$ cat config.mk
export PLATFORM = sky130hd
export DESIGN_NAME = unified_memory_map_decoder
export DESIGN_NICKNAME = d
export VERILOG_FILES = /design/src/verilog/region_decode.v /design/src/verilog/unified_memory_map_decoder.v
export VERILOG_INCLUDE_DIRS = /design/src /design/src/verilog
export SDC_FILE = /design/constraint.sdc
export NUM_CORES = 1
export LEC_CHECK = 0
export CORE_MARGIN = 3
export CORE_UTILIZATION = 60
export DETAILED_ROUTE_END_ITERATION = 8
export DONT_BUFFER_PORTS = 1
export PLACE_DENSITY_LB_ADDON = 0.15
export SLEW_MARGIN = 40
export SYNTH_ARGS = -nofsm -noshare
export SYNTH_HDL_FRONTEND = slang
export SYNTH_SLANG_ARGS = --single-unit
$ cat constraint.sdc
create_clock -name i_clk -period 3 [get_ports i_clk]
set_input_delay 0.3 -clock i_clk [delete_from_list [all_inputs] [get_ports i_clk]]
set_output_delay 0.3 -clock i_clk [all_outputs]
set_load 0.05 [all_outputs]
$ cat src/verilog/unified_map.vh
// address map constants for the unified memory map decoder
`ifndef UNIFIED_MAP_MAP_VH
`define UNIFIED_MAP_MAP_VH
`define FLASH_END_8K       16'h1FFF
`define FLASH_END_16K      16'h3FFF
`define FLASH_END_32K      16'h7FFF
`define SRAM_BASE          16'hF000
`define SRAM_HOLE_LO_8K    16'hF300
`define SRAM_HOLE_LO_16K   16'hF700
`define SRAM_HOLE_HI       16'hFEFF
`define IDATA_BASE         16'hFF00
`define IDATA_END          16'hFFFF
`define RADIO_BASE         16'hDF00
`define RADIO_END          16'hDF3D
`define AUDIO_BASE         16'hDF40
`define AUDIO_END          16'hDF48
`define SFR_BASE           16'hDF80
`define SFR_END            16'hDFFF
`define USB_BASE           16'hDE00
`define USB_END            16'hDE3F
`define VOLATILE_LO        16'hFDA2
`define VOLATILE_HI        16'hFEFF
`define DIRECT_LIMIT       8'h7F
`define BANK_END           8'h2F
`define BITRAM_LO          8'h20
`define BITRAM_HI          8'h2F
`define SFR_BITMASK        7'h07
`define SIZE_8K            2'h0
`define SIZE_16K           2'h1
`define SIZE_32K           2'h2
`define TGT_NONE           3'h0
`define TGT_FLASH          3'h1
`define TGT_SRAM           3'h2
`define TGT_IDATA          3'h3
`define TGT_RADIO          3'h4
`define TGT_AUDIO          3'h5
`define TGT_USB            3'h6
`define TGT_SFR            3'h7
`define EXT_DATA_WAIT      3'h4
`define UNMAPPED_DATA      8'h00
`endif

$ cat src/verilog/region_decode.v
// combinational region decode of one 16-bit unified address
`timescale 1ns/1ps
`include "unified_map.vh"
module region_decode #(
    parameter [1:0] SIZE_SEL = `SIZE_32K,
    parameter       HAS_USB  = 1
) (
    // address in
    input  wire [15:0] i_addr,
    // decode out
    output reg  [2:0]  o_target,
    output reg  [15:0] o_offset,
    output reg         o_volatile
);
    reg [15:0] flash_end;
    reg [15:0] hole_lo;
    // variant-dependent limits, then first-match decode
    always @* begin
        flash_end = (SIZE_SEL == `SIZE_8K)  ? `FLASH_END_8K :
                    (SIZE_SEL == `SIZE_16K) ? `FLASH_END_16K :
                                              `FLASH_END_32K;
        hole_lo   = (SIZE_SEL == `SIZE_8K)  ? `SRAM_HOLE_LO_8K :
                    (SIZE_SEL == `SIZE_16K) ? `SRAM_HOLE_LO_16K :
                                              `IDATA_BASE;
        o_target  = `TGT_NONE;
        o_offset  = 16'h0000;
        o_volatile = 1'b0;
        if (i_addr <= flash_end) begin
            o_target = `TGT_FLASH;
            o_offset = i_addr;
        end else if (i_addr >= `IDATA_BASE) begin
            o_target = `TGT_IDATA;
            o_offset = i_addr - `IDATA_BASE;
        end else if (i_addr >= `SRAM_BASE) begin
            if (i_addr < hole_lo) begin
                o_target = `TGT_SRAM;
                o_offset = i_addr - `SRAM_BASE;
                o_volatile = (SIZE_SEL == `SIZE_32K) &&
                             (i_addr >= `VOLATILE_LO);
            end
        end else if (i_addr >= `RADIO_BASE && i_addr <= `RADIO_END) begin
            o_target = `TGT_RADIO;
            o_offset = i_addr - `RADIO_BASE;
        end else if (i_addr >= `AUDIO_BASE && i_addr <= `AUDIO_END) begin
            o_target = `TGT_AUDIO;
            o_offset = i_addr - `AUDIO_BASE;
        end else if (i_addr >= `SFR_BASE) begin
            if (i_addr <= `SFR_END) begin
                o_target = `TGT_SFR;
                o_offset = i_addr - `SFR_BASE;
            end
        end else if (HAS_USB != 0 && i_addr >= `USB_BASE &&
                     i_addr <= `USB_END) begin
            o_target = `TGT_USB;
            o_offset = i_addr - `USB_BASE;
        end
    end
endmodule // region_decode

$ cat src/verilog/unified_memory_map_decoder.v
// unified memory map decoder: steers cpu and dma accesses to targets
//
// Overview of operation
// - flash decodes from zero up to 0x1FFF, 0x3FFF or 0x7FFF by size.
// - sram sits from 0xF000 upward, not at address zero.
// - internal data space aliases onto 0xFF00..0xFFFF.
// - 0xDF00..0xDF3D goes to the radio register file.
// - 0xDF40..0xDF48 goes to the audio serial registers.
// - non-core special registers are mirrored at 0xDF80..0xDFFF.
// - 0xDE00..0xDE3F reaches usb only on the usb variant.
// - instruction fetches use exactly the same map as data.
// - core-internal special registers never appear in the mirror.
// - 8k leaves 0xF300..0xFEFF empty, 16k leaves 0xF700..0xFEFF empty.
// - on 32k, 0xFDA2..0xFEFF loses contents in the deepest sleeps.
// - data moves may touch all space but never write flash.
// - lower 128 internal bytes direct or indirect, upper indirect only.
// - special registers at multiples of eight are bit addressable.
// - lowest 48 bytes are register banks; 0x20..0x2F bit addressable.
// - one clock per instruction cycle, aligned with memory fetch.
// - fetch and data share one bus; fetch stalls during data access.
// - 128 special registers in a 7-bit directly addressed space.
// - internal data is retained always; sram undefined after power-on.
`timescale 1ns/1ps
`include "unified_map.vh"
module unified_memory_map_decoder #(
    parameter [1:0] SIZE_SEL   = `SIZE_32K,
    parameter       HAS_USB    = 1,
    parameter [2:0] DATA_WAIT  = `EXT_DATA_WAIT
) (
    // clock and reset
    input  wire        i_clk,
    input  wire        i_rst_b,
    input  wire        i_ce,
    // instruction fetch request
    input  wire        i_fetch_req,
    input  wire [15:0] i_fetch_addr,
    // unified data request (cpu or dma)
    input  wire        i_data_req,
    input  wire        i_data_we,
    input  wire        i_data_is_dma,
    input  wire [15:0] i_data_addr,
    input  wire [7:0]  i_data_wdata,
    // direct and indirect internal data / register access
    input  wire        i_dir_req,
    input  wire        i_dir_indirect,
    input  wire        i_dir_we,
    input  wire [7:0]  i_dir_addr,
    input  wire [7:0]  i_dir_wdata,
    // power mode
    input  wire        i_deep_sleep,
    // read data returned by targets
    input  wire [7:0]  i_rdata_flash,
    input  wire [7:0]  i_rdata_sram,
    input  wire [7:0]  i_rdata_idata,
    input  wire [7:0]  i_rdata_radio,
    input  wire [7:0]  i_rdata_audio,
    input  wire [7:0]  i_rdata_usb,
    input  wire [7:0]  i_rdata_sfr,
    // unified target selects
    output reg         o_sel_flash,
    output reg         o_sel_sram,
    output reg         o_sel_idata,
    output reg         o_sel_radio,
    output reg         o_sel_audio,
    output reg         o_sel_usb,
    output reg         o_sel_sfr,
    output reg         o_sel_core_sfr,
    output reg         o_we,
    output reg  [15:0] o_offset,
    output reg  [7:0]  o_wdata,
    output reg         o_is_fetch,
    output reg         o_bit_ok,
    output reg         o_bank_area,
    // answers
    output reg         o_fetch_stall,
    output reg         o_data_ack,
    output reg         o_dir_ack,
    output reg  [7:0]  o_rdata,
    output reg         o_volatile_lost,
    output reg         o_flash_write_block
);
    // ------------------------------------------------------------
    // state and helpers
    // ------------------------------------------------------------
    localparam [1:0] ST_IDLE = 2'h0;
    localparam [1:0] ST_WAIT = 2'h1;
    localparam [1:0] ST_DONE = 2'h2;

    reg  [1:0]  state;
    reg  [1:0]  next_state;
    reg  [2:0]  wait_cnt;
    reg  [2:0]  held_tgt;
    reg  [15:0] held_addr;
    reg         held_we;
    reg  [7:0]  held_wdata;
    reg         held_dma;
    reg         held_fetch;
    reg         held_dir;
    reg  [7:0]  held_dir_addr;
    reg         held_dir_ind;

    wire [2:0]  fetch_tgt;
    wire [15:0] fetch_off;
    wire        fetch_vol;
    wire [2:0]  data_tgt;
    wire [15:0] data_off;
    wire        data_vol;

    // two identical decoder instances serve fetch and data, so the maps match
    region_decode #(
        .SIZE_SEL (SIZE_SEL),
        .HAS_USB  (HAS_USB)
    ) u_dec_fetch (
        .i_addr     (i_fetch_addr),
        .o_target   (fetch_tgt),
        .o_offset   (fetch_off),
        .o_volatile (fetch_vol)
    );
    region_decode #(
        .SIZE_SEL (SIZE_SEL),
        .HAS_USB  (HAS_USB)
    ) u_dec_data (
        .i_addr     (i_data_addr),
        .o_target   (data_tgt),
        .o_offset   (data_off),
        .o_volatile (data_vol)
    );

    // special register bit addressable when address divisible by eight
    function sfr_bit_ok;
        input [7:0] a;
        begin
            sfr_bit_ok = ((a[6:0] & `SFR_BITMASK) == 7'h00);
        end
    endfunction

    // read data result for a held target
    function [7:0] pick_rdata;
        input [2:0] t;
        input [7:0] fl, sr, id, ra, au, us, sf;
        begin
            case (t)
                `TGT_FLASH: pick_rdata = fl;
                `TGT_SRAM:  pick_rdata = sr;
                `TGT_IDATA: pick_rdata = id;
                `TGT_RADIO: pick_rdata = ra;
                `TGT_AUDIO: pick_rdata = au;
                `TGT_USB:   pick_rdata = us;
                `TGT_SFR:   pick_rdata = sf;
                default:    pick_rdata = `UNMAPPED_DATA;
            endcase
        end
    endfunction

    // ------------------------------------------------------------
    // sequencing
    // ------------------------------------------------------------
    // direct access wins the shared bus, then data, then fetch; direct access is single cycle
    always @* begin
        next_state = state;
        case (state)
            ST_IDLE: begin
                if (i_data_req || i_dir_req || i_fetch_req) begin
                    next_state = (i_data_req && !i_dir_req) ?
                                 ST_WAIT : ST_DONE;
                end
            end
            ST_WAIT: begin
                if (wait_cnt == 3'h0) begin
                    next_state = ST_DONE;
                end
            end
            ST_DONE: next_state = ST_IDLE;
            default: next_state = ST_IDLE;
        endcase
    end

    // capture, count and answer; all outputs registered
    always @(posedge i_clk or negedge i_rst_b) begin
        if (!i_rst_b) begin
            state <= ST_IDLE;
            wait_cnt <= 3'h0;
            held_tgt <= `TGT_NONE;
            held_addr <= 16'h0000;
            held_we <= 1'b0;
            held_wdata <= 8'h00;
            held_dma <= 1'b0;
            held_fetch <= 1'b0;
            held_dir <= 1'b0;
            held_dir_addr <= 8'h00;
            held_dir_ind <= 1'b0;
            o_sel_flash <= 1'b0;
            o_sel_sram <= 1'b0;
            o_sel_idata <= 1'b0;
            o_sel_radio <= 1'b0;
            o_sel_audio <= 1'b0;
            o_sel_usb <= 1'b0;
            o_sel_sfr <= 1'b0;
            o_sel_core_sfr <= 1'b0;
            o_we <= 1'b0;
            o_offset <= 16'h0000;
            o_wdata <= 8'h00;
            o_is_fetch <= 1'b0;
            o_bit_ok <= 1'b0;
            o_bank_area <= 1'b0;
            o_fetch_stall <= 1'b0;
            o_data_ack <= 1'b0;
            o_dir_ack <= 1'b0;
            o_rdata <= 8'h00;
            o_volatile_lost <= 1'b0;
            o_flash_write_block <= 1'b0;
        end else if (i_ce) begin
            state <= next_state;
            o_data_ack <= 1'b0;
            o_dir_ack <= 1'b0;
            o_flash_write_block <= 1'b0;
            // volatile region flagged while deep sleep holds
            o_volatile_lost <= (SIZE_SEL == `SIZE_32K) &&
                               i_deep_sleep;
            case (state)
                ST_IDLE: begin
                    o_fetch_stall <= i_data_req && !i_dir_req;
                    if (i_dir_req) begin
                        held_dir <= 1'b1;
                        held_fetch <= 1'b0;
                        held_dir_addr <= i_dir_addr;
                        held_dir_ind <= i_dir_indirect;
                        held_we <= i_dir_we;
                        held_wdata <= i_dir_wdata;
                        // upper half: indirect -> ram, direct -> sfr
                        if (i_dir_addr > `DIRECT_LIMIT && !i_dir_indirect) begin
                            held_tgt <= `TGT_SFR;
                        end else begin
                            held_tgt <= `TGT_IDATA;
                        end
                    end else if (i_data_req) begin
                        held_dir <= 1'b0;
                        held_fetch <= 1'b0;
                        held_tgt <= data_tgt;
                        held_addr <= data_off;
                        held_we <= i_data_we && (data_tgt != `TGT_FLASH);
                        o_flash_write_block <= i_data_we &&
                                               (data_tgt == `TGT_FLASH);
                        held_wdata <= i_data_wdata;
                        held_dma <= i_data_is_dma;
                        wait_cnt <= DATA_WAIT - 3'h1;
                    end else if (i_fetch_req) begin
                        held_dir <= 1'b0;
                        held_fetch <= 1'b1;
                        held_tgt <= fetch_tgt;
                        held_addr <= fetch_off;
                        held_we <= 1'b0;
                    end
                end
                ST_WAIT: begin
                    wait_cnt <= wait_cnt - 3'h1;
                end
                ST_DONE: begin
                    o_fetch_stall <= 1'b0;
                    o_data_ack <= !held_dir && !held_fetch;
                    o_dir_ack <= held_dir;
                    o_rdata <= pick_rdata(held_tgt, i_rdata_flash,
                        i_rdata_sram, i_rdata_idata, i_rdata_radio,
                        i_rdata_audio, i_rdata_usb, i_rdata_sfr);
                end
                default: ;
            endcase
            // one-hot selects, at most one high per access
            if (state == ST_IDLE && next_state != ST_IDLE) begin
                o_sel_flash <= 1'b0;
            end
            if (next_state == ST_DONE && state != ST_DONE) begin
                o_sel_flash <= (held_tgt_n(i_dir_req, data_tgt, fetch_tgt,
                               i_data_req, state) == `TGT_FLASH);
            end
            o_is_fetch <= held_fetch;
            o_offset <= held_dir ? {8'h00, held_dir_addr} : held_addr;
            o_wdata <= held_wdata;
            o_we <= held_we && (state == ST_DONE);
            o_sel_flash <= (state == ST_DONE) && (held_tgt == `TGT_FLASH);
            o_sel_sram <= (state == ST_DONE) && (held_tgt == `TGT_SRAM);
            o_sel_idata <= (state == ST_DONE) && (held_tgt == `TGT_IDATA);
            o_sel_radio <= (state == ST_DONE) && (held_tgt == `TGT_RADIO);
            o_sel_audio <= (state == ST_DONE) && (held_tgt == `TGT_AUDIO);
            o_sel_usb <= (state == ST_DONE) && (held_tgt == `TGT_USB);
            // mirror reaches only peripheral registers; core ones by direct
            o_sel_sfr <= (state == ST_DONE) && (held_tgt == `TGT_SFR)
                         && !held_dir;
            o_sel_core_sfr <= (state == ST_DONE) && held_dir
                              && (held_tgt == `TGT_SFR);
            o_bit_ok <= held_dir && ((held_tgt == `TGT_SFR) ?
                        sfr_bit_ok(held_dir_addr) :
                        (held_dir_addr >= `BITRAM_LO &&
                         held_dir_addr <= `BITRAM_HI));
            o_bank_area <= held_dir && (held_tgt == `TGT_IDATA) &&
                           (held_dir_addr <= `BANK_END);
        end
    end

    // next select target preview, kept trivial for the idle case
    function [2:0] held_tgt_n;
        input       d;
        input [2:0] dt;
        input [2:0] ft;
        input       r;
        input [1:0] s;
        begin
            held_tgt_n = d ? `TGT_IDATA : (r ? dt : ft);
        end
    endfunction
endmodule // unified_memory_map_decoder

# --- Word level (Yosys, flattened, before mapping) ---
# Cells that the tools add are included.
totals:
  wordCells: 201
  out_inout_bits: 49
  ff_bits: 92
  inputBits: 123
classes:
  eq_ne: 15
  n_bitwise: 1
  mux: 68
  n_lt_le_gt_ge: 27
  addsub: 13
  reduce_logical: 48
op_table:
  columns: ["cell", "n"]
  rows:
  - ["2-to-1 mux 16 bit", 21]
  - ["greater-or-equal comparator 16 bit (second input constant)", 12]
  - ["subtractor 16 bit (second input constant)", 12]
  - ["less-or-equal comparator 16 bit (second input constant)", 8]
  - ["2-to-1 mux 3 bit", 22]
  - ["one-hot mux 8 bit (7 select lines)", 1]
  - ["less-or-equal comparator 16 x 15 -> 1 bit (second input constant)", 2]
  - ["< comparator 16 bit (second input constant)", 2]
  - ["logical AND 1 bit", 26]
  - ["2-to-1 mux 8 bit", 2]
  - ["2-to-1 mux 1 bit", 14]
  - ["== test 3 bit (second input constant)", 4]
  - ["AND reduction 3 bit", 4]
  - ["2-to-1 mux 2 bit", 5]
  - ["greater-or-equal comparator 8 x 6 -> 1 bit (second input constant)", 1]
  - ["> comparator 8 x 7 -> 1 bit (second input constant)", 1]
  - ["less-or-equal comparator 8 x 6 -> 1 bit (second input constant)", 1]
  - ["!= test 2 bit (second input constant)", 4]
  - ["AND reduction 4 bit", 2]
  - ["nonzero test 2 bit", 4]
  - ["zero test 7 bit", 1]
  - ["== test 3 x 1 -> 1 bit (second input constant)", 2]
  - ["== test 3 x 2 -> 1 bit (second input constant)", 2]
  - ["one-hot mux 3 bit (2 select lines)", 1]
  - ["13 further kinds", 18]

# --- Longest topological paths before layout ---
depth:
  depth_word: 14
  ltp_mapped: 12
  mapped_depth_nobuf: 9

# --- Modules after synthesis ---
# From an unflattened synthesis, not the netlist that was laid out.
unflattened:
  cells_unflattened: 789
  hier_area_um2: 7154.4
by_module_without_submodules:
  columns: ["module", "cells_each", "instances", "area_each_um2"]
  rows:
  - ["unified_memory_map_decoder", 405, 1, 4514.3]
  - ["region_decode", 192, 2, 1320.0]

# --- Least setup slack after synthesis ---
# No wires, ideal clock.
synth_path:
  path_type: "input to register"
  startpoint: "input port i_fetch_addr[13]"
  endpoint: "register held_addr[14]"
  path_buffers: 2
  arrival_ns: 2.730
  slack_ns: 0.176
  t_required_ns: 2.906
  setup_time_ns: 0.094
  path_stages: 11
  cell_sequence: "clkbuf_1 -> clkbuf_1 -> inv_1 -> ha_1 -> and3_1 -> o221ai_1 -> a2bb2oi_1 -> and2_1 -> a21oi_1 -> or4_1 -> a211oi_1"
synth_via:
  elab_chain_cells: 11
  word_cells_on_any_way: 32
  classes_between: "add/sub: 6; order compare: 12; mux: 11; reduce/logical: 3"
synth_lines:
  columns: ["element", "line_no", "rtl"]
  rows:
  - ["from (decl)", "unified_memory_map_decoder.v:36", "input wire [15:0] i_fetch_addr,"]
  - ["greater-or-equal comparator 16 bit (no source line) / less-or-equal comparator 16 bit (equally long branches)", null, null]
  - ["logical AND 1 bit (no source line)", null, null]
  - ["2-to-1 mux 16 bit", "region_decode.v:52", "end else if (HAS_USB != 0 && i_addr >= `USB_BASE &&"]
  - ["2-to-1 mux 16 bit", "region_decode.v:47", "end else if (i_addr >= `SFR_BASE) begin"]
  - ["2-to-1 mux 16 bit", "region_decode.v:44", "end else if (i_addr >= `AUDIO_BASE && i_addr <= `AUDIO_END) begin"]
  - ["2-to-1 mux 16 bit", "region_decode.v:41", "end else if (i_addr >= `RADIO_BASE && i_addr <= `RADIO_END) begin"]
  - ["2-to-1 mux 16 bit", "region_decode.v:34", "end else if (i_addr >= `SRAM_BASE) begin"]
  - ["2-to-1 mux 16 bit", "region_decode.v:31", "end else if (i_addr >= `IDATA_BASE) begin"]
  - ["2-to-1 mux 16 bit *", "region_decode.v:28", "if (i_addr <= flash_end) begin"]
  - ["2-to-1 mux 16 bit *", "unified_memory_map_decoder.v:247", "end else if (i_fetch_req) begin"]
  - ["2-to-1 mux 16 bit *", "unified_memory_map_decoder.v:236", "end else if (i_data_req) begin"]
  - ["to (signal assigned)", "unified_memory_map_decoder.v:240", "held_addr <= data_off;"]
  - ["to (signal assigned)", "unified_memory_map_decoder.v:251", "held_addr <= fetch_off;"]
  - ["to (decl)", "unified_memory_map_decoder.v:93", "reg [15:0] held_addr;"]
# Mark *: on every way between the ends. The rest lies on a longest branch, timed or not. The select of a mux whose other input is x is not followed.
# A chain may end at the register's enable or synchronous reset.

# --- Final worst setup path ---
layout_path:
  startpoint: "input port i_data_addr[13]"
  endpoint: "register held_addr[1]"
layout_via:
  elab_chain_cells: 10
  word_cells_on_any_way: 25
  classes_between: "order compare: 12; mux: 10; reduce/logical: 3"
layout_lines:
  columns: ["element", "line_no", "rtl"]
  rows:
  - ["from (decl)", "unified_memory_map_decoder.v:41", "input wire [15:0] i_data_addr,"]
  - ["greater-or-equal comparator 16 bit (no source line) / less-or-equal comparator 16 bit (equally long branches)", null, null]
  - ["logical AND 1 bit (no source line)", null, null]
  - ["2-to-1 mux 16 bit", "region_decode.v:52", null]
  - ["2-to-1 mux 16 bit", "region_decode.v:47", null]
  - ["2-to-1 mux 16 bit", "region_decode.v:44", null]
  - ["2-to-1 mux 16 bit", "region_decode.v:41", null]
  - ["2-to-1 mux 16 bit", "region_decode.v:34", null]
  - ["2-to-1 mux 16 bit", "region_decode.v:31", null]
  - ["2-to-1 mux 16 bit *", "region_decode.v:28", null]
  - ["2-to-1 mux 16 bit *", "unified_memory_map_decoder.v:236", null]
# Mark *: on every way between the ends. The rest lies on a longest branch, timed or not.

==> PnR_summary.wiki <==
{| class="wikitable"
! Metric !! Value
|-
| Overflow left after global routing || 0
|-
| Final setup skew || 10.3 ps
|-
| Type of the most critical hold path || in -> reg
|-
| Setup repair after global routing missed its margin || no
|-
| Final antenna diode count || 0
|-
| Placed cell count || 956
|-
| Endpoints failing hold || 0
|-
| Endpoint of the worst hold path || o_offset[7]
|-
| Area after detailed placement || 7270 sq um
|-
| Hold Crit Depth || 1
|-
| Number of nets in the final layout || 973
|-
| Total CTS buffers || 9
|-
| Cell at the root of the clock tree || sky130_fd_sc_hd__clkbuf_16
|-
| Maximum level of the CTS H-tree || 3
|-
| Power Density || 770 nW/um^2
|-
| Number of setup buffers added after CTS || 0
|-
| Final worst-path cycle share || 0.831
|-
| Clock-pin slew on the worst setup and hold paths || 70 ps
|-
| Post-Layout Inst Area || 7630 sq um
|-
| Fraction of final layout cells sized beyond drive strength 1 || 0.110
|-
| Startpoint of the most critical hold path || i_ce
|-
| Largest stage delay on the critical path || 470 ps
|-
| Die area || 13200 sq um
|-
| Combined global-route utilization of all metal layers || 0.341
|-
| Run status || complete, no violations
|-
| Sequential share of power || 0.524
|-
| Relative contribution of combinational cells to total power || 0.265
|-
| Capture point of the worst reg-to-reg path || held_addr[13]
|-
| Std-Cell Core Area || 11500 sq um
|-
| Number of rows in the core area || 39
|-
| Tightest slew margin relative to the limit || 0.453
|-
| Placer congestion estimate || 1.01
|-
| Final std cells w/o fill || 974
|-
| Reg2Reg Setup Slack || 520 ps
|-
| Clock tree from TritonCTS || done
|-
| Endpoint required time on the critical path || 3260 ps
|-
| Signed area change from the synthesized netlist to the final layout || 7.70%
|-
| Count of pins over their slew limit || 0
|-
| Total internal power || 3240 uW
|-
| Cell type group with the largest total delay on the critical path || compound AO/OA/AOI/OAI gates
|-
| Iteration-0 DRC Markers || 828
|-
| Average via count per standard cell || 7.10
|-
| Max_cap viols || 0
|-
| Register area share after synthesis || 0.325
|-
| Count of instances resized after the clock tree is built || 0
|-
| Max Freq || 0.401 GHz
|-
| Sw Pwr || 2640 uW
|-
| Number of nets produced by synthesis || 989
|-
| Power after layout || 5880 uW
|-
| Data arrival time of the critical path || 2750 ps
|-
| Min cycle time layout || 2490 ps
|-
| Post-route setup TNS || 0 ps
|-
| Count of input and output buffers || 0
|-
| Pin count of the biggest net entering global routing || 93
|-
| TritonRoute pass-1 iters || 5
|-
| Number of nets still failing antenna checks after routing || 0
|-
| Routed wire length || 22.8 mm
|-
| Worst-case vdd ir drop || 0.748 mV
|-
| Half-perimeter wire length of the detailed placement result || 16.9 mm
|-
| # DRC || 0
|-
| Worst setup path class || in -> reg
|-
| Yosys warning total || 0
|-
| Initial core utilization || 0.618
|-
| Die Span X || 115 um
|-
| Post-cts hold buffer count || 2
|-
| Skew-Pair Late Insertion Delay || 340 ps
|-
| Summed instance area of the synthesized netlist || 7090 sq um
|-
| Via total after detailed routing || 6913
|-
| Fraction of registers with async set/reset || 1.00
|-
| Final setup violation count || 0
|-
| Initial antenna violation count || 0
|-
| DR WL/cell || 23.4 um
|-
| Cells along the critical path || clkinv_1 -> ha_1 -> nand4_1 -> o41ai_1 -> o211ai_1 -> and3_1 -> a41oi_2 -> a221oi_1 -> nor2_1
|-
| Count of unique library cells instantiated by Yosys || 78
|-
| CTS sink cnt || 92
|-
| First-pass GRT wire length || 35.6 mm
|-
| Startpoint class of the critical path || input port
|-
| Lkg Pwr || 0.00307 uW
|-
| Slowest cell on the critical path || sky130_fd_sc_hd__o41ai_1
|-
| Worst Tran Pin Value || 821 ps
|-
| Worst setup EP type || register
|-
| Leading register cell type out of synthesis || sky130_fd_sc_hd__dfrtp_1
|-
| EDFF count, synth || 0
|-
| Leading cell types in the layout, fill and taps excluded || sky130_fd_sc_hd__dfrtp_1, sky130_fd_sc_hd__nor2_1, sky130_fd_sc_hd__nand2_1, sky130_fd_sc_hd__o21ai_0, sky130_fd_sc_hd__a21oi_1
|-
| Most common cell after layout, fill and taps aside || sky130_fd_sc_hd__dfrtp_1
|-
| Switching Fraction || 0.449
|-
| Clock Power Share || 0.211
|-
| Vertical die dimension || 115 um
|-
| Startpoint of the most critical register-to-register path || state[1]
|-
| Max clock buf depth || 2
|-
| Worst path buffer plus inverter count || 1
|-
| Mean instance size in the synthesized netlist || 8.42 sq um
|-
| IO Count || 172
|-
| End-of-flow core utilization || 0.666
|-
| Vias in the first global route || 6640
|-
| R2R depth || 6
|-
| Total of flip-flops plus latches after synthesis || 92
|-
| Post-synthesis instance total || 842
|-
| Largest fanout of any net on the critical path || 18
|}
## through the flow
step	setup slack, ps	hold slack, ps
2_1_floorplan	176	4.41
3_3_place_gp	255	6.24
3_5_place_dp	265	6.27
4_1_cts	519	41.7
5_1_grt	347	43.0
6_report	506	61.6
## layout make-up
class | instances | area (sq um)
clock buffers | 9 | 225
clock inverters | 7 | 104
fillers | 956 | 3830
inverters | 38 | 143
multi-input cells | 653 | 4400
flip-flops and latches | 92 | 2300
well taps | 143 | 179
repair buffers | 32 | 275
## cells in the mapped netlist (8+ instances only)
cell type | n | area (sq um)
sky130_fd_sc_hd__a21oi_1 | 55 | 275
sky130_fd_sc_hd__mux2_2 | 24 | 270
sky130_fd_sc_hd__nand2_1 | 75 | 282
sky130_fd_sc_hd__and3_1 | 9 | 56.3
sky130_fd_sc_hd__ha_1 | 24 | 300
sky130_fd_sc_hd__nor2_1 | 82 | 308
sky130_fd_sc_hd__nand2b_1 | 10 | 62.6
sky130_fd_sc_hd__a31oi_1 | 8 | 50.1
sky130_fd_sc_hd__inv_1 | 37 | 139
sky130_fd_sc_hd__mux2i_1 | 23 | 230
sky130_fd_sc_hd__nand4_1 | 17 | 106
sky130_fd_sc_hd__nand3_1 | 24 | 120
sky130_fd_sc_hd__a211oi_1 | 13 | 97.6
sky130_fd_sc_hd__nand3b_1 | 16 | 120
sky130_fd_sc_hd__and2_1 | 8 | 50.1
sky130_fd_sc_hd__o31ai_1 | 11 | 82.6
sky130_fd_sc_hd__o21ai_0 | 57 | 285
sky130_fd_sc_hd__nor2b_1 | 9 | 56.3
sky130_fd_sc_hd__xnor2_1 | 14 | 123
sky130_fd_sc_hd__clkbuf_1 | 49 | 184
sky130_fd_sc_hd__a221oi_1 | 8 | 70.1
sky130_fd_sc_hd__nor4_1 | 8 | 50.1
sky130_fd_sc_hd__o2111ai_1 | 8 | 70.1
sky130_fd_sc_hd__dfrtp_1 | 92 | 2300
sky130_fd_sc_hd__a41oi_1 | 8 | 70.1
sky130_fd_sc_hd__nor3_1 | 13 | 65.1
## power groups by stage
stage	registers [uW]	clock network, uW	logic, uW
6_report	3080	1240	1560
5_1_grt	3140	1310	1740
4_1_cts	3070	1260	1560
3_5_place_dp	3090	0	1510
3_3_place_gp	3060	0	1440
2_1_floorplan	2800	0	1360
## worst reg2reg max path, stage by stage (launching register included)
cell	delay, ps
sky130_fd_sc_hd__dfrtp_1	430
sky130_fd_sc_hd__or3b_1	430
sky130_fd_sc_hd__or3_1	550
sky130_fd_sc_hd__a311o_1	390
sky130_fd_sc_hd__a41oi_1	220
sky130_fd_sc_hd__o311ai_0	200
sky130_fd_sc_hd__a32oi_1	180
## worst max-delay path by stage
stage,cells after the start,endpoint,startpoint,slack [ps]
floorplan,11,held_addr[14],i_fetch_addr[13],180
global placement,7,held_addr[1],i_data_addr[5],250
detailed placement,7,held_addr[1],i_data_addr[5],260
CTS,6,held_addr[13],state[1],520
global route,9,held_addr[1],i_data_addr[13],350
finish,9,held_addr[1],i_data_addr[13],510
## flip-flops by register name, indices dropped and copies added, names as in the netlist, 2 cells and up
signal         flops
state              2
held_addr         16
o_wdata            8
held_dir_addr      8
o_offset          16
held_wdata         8
wait_cnt           3
o_rdata            8
held_tgt           3
## cells by family (layout without fill, tap and decap cells)
| family | Yosys count | in the layout | share of synthesized area |
|---|---|---|---|
| buf+inv | 97 | 86 | 0.0544 |
| compound gates | 259 | 259 | 0.255 |
| fa+ha+maj | 24 | 24 | 0.0424 |
| flops | 92 | 92 | 0.325 |
| mux | 52 | 52 | 0.0865 |
| xor+xnor | 15 | 15 | 0.0185 |
| simple gates | 303 | 303 | 0.218 |
## routing by layer
metal	global-route usage	vias up	wire, um
li1	-	3132	-
met5	0	-	0
met2	0.557	408	10900
met3	0.0714	59	2230
met1	0.446	3314	8920
met4	0.127	0	760
(Power assumes the default switching activity.)
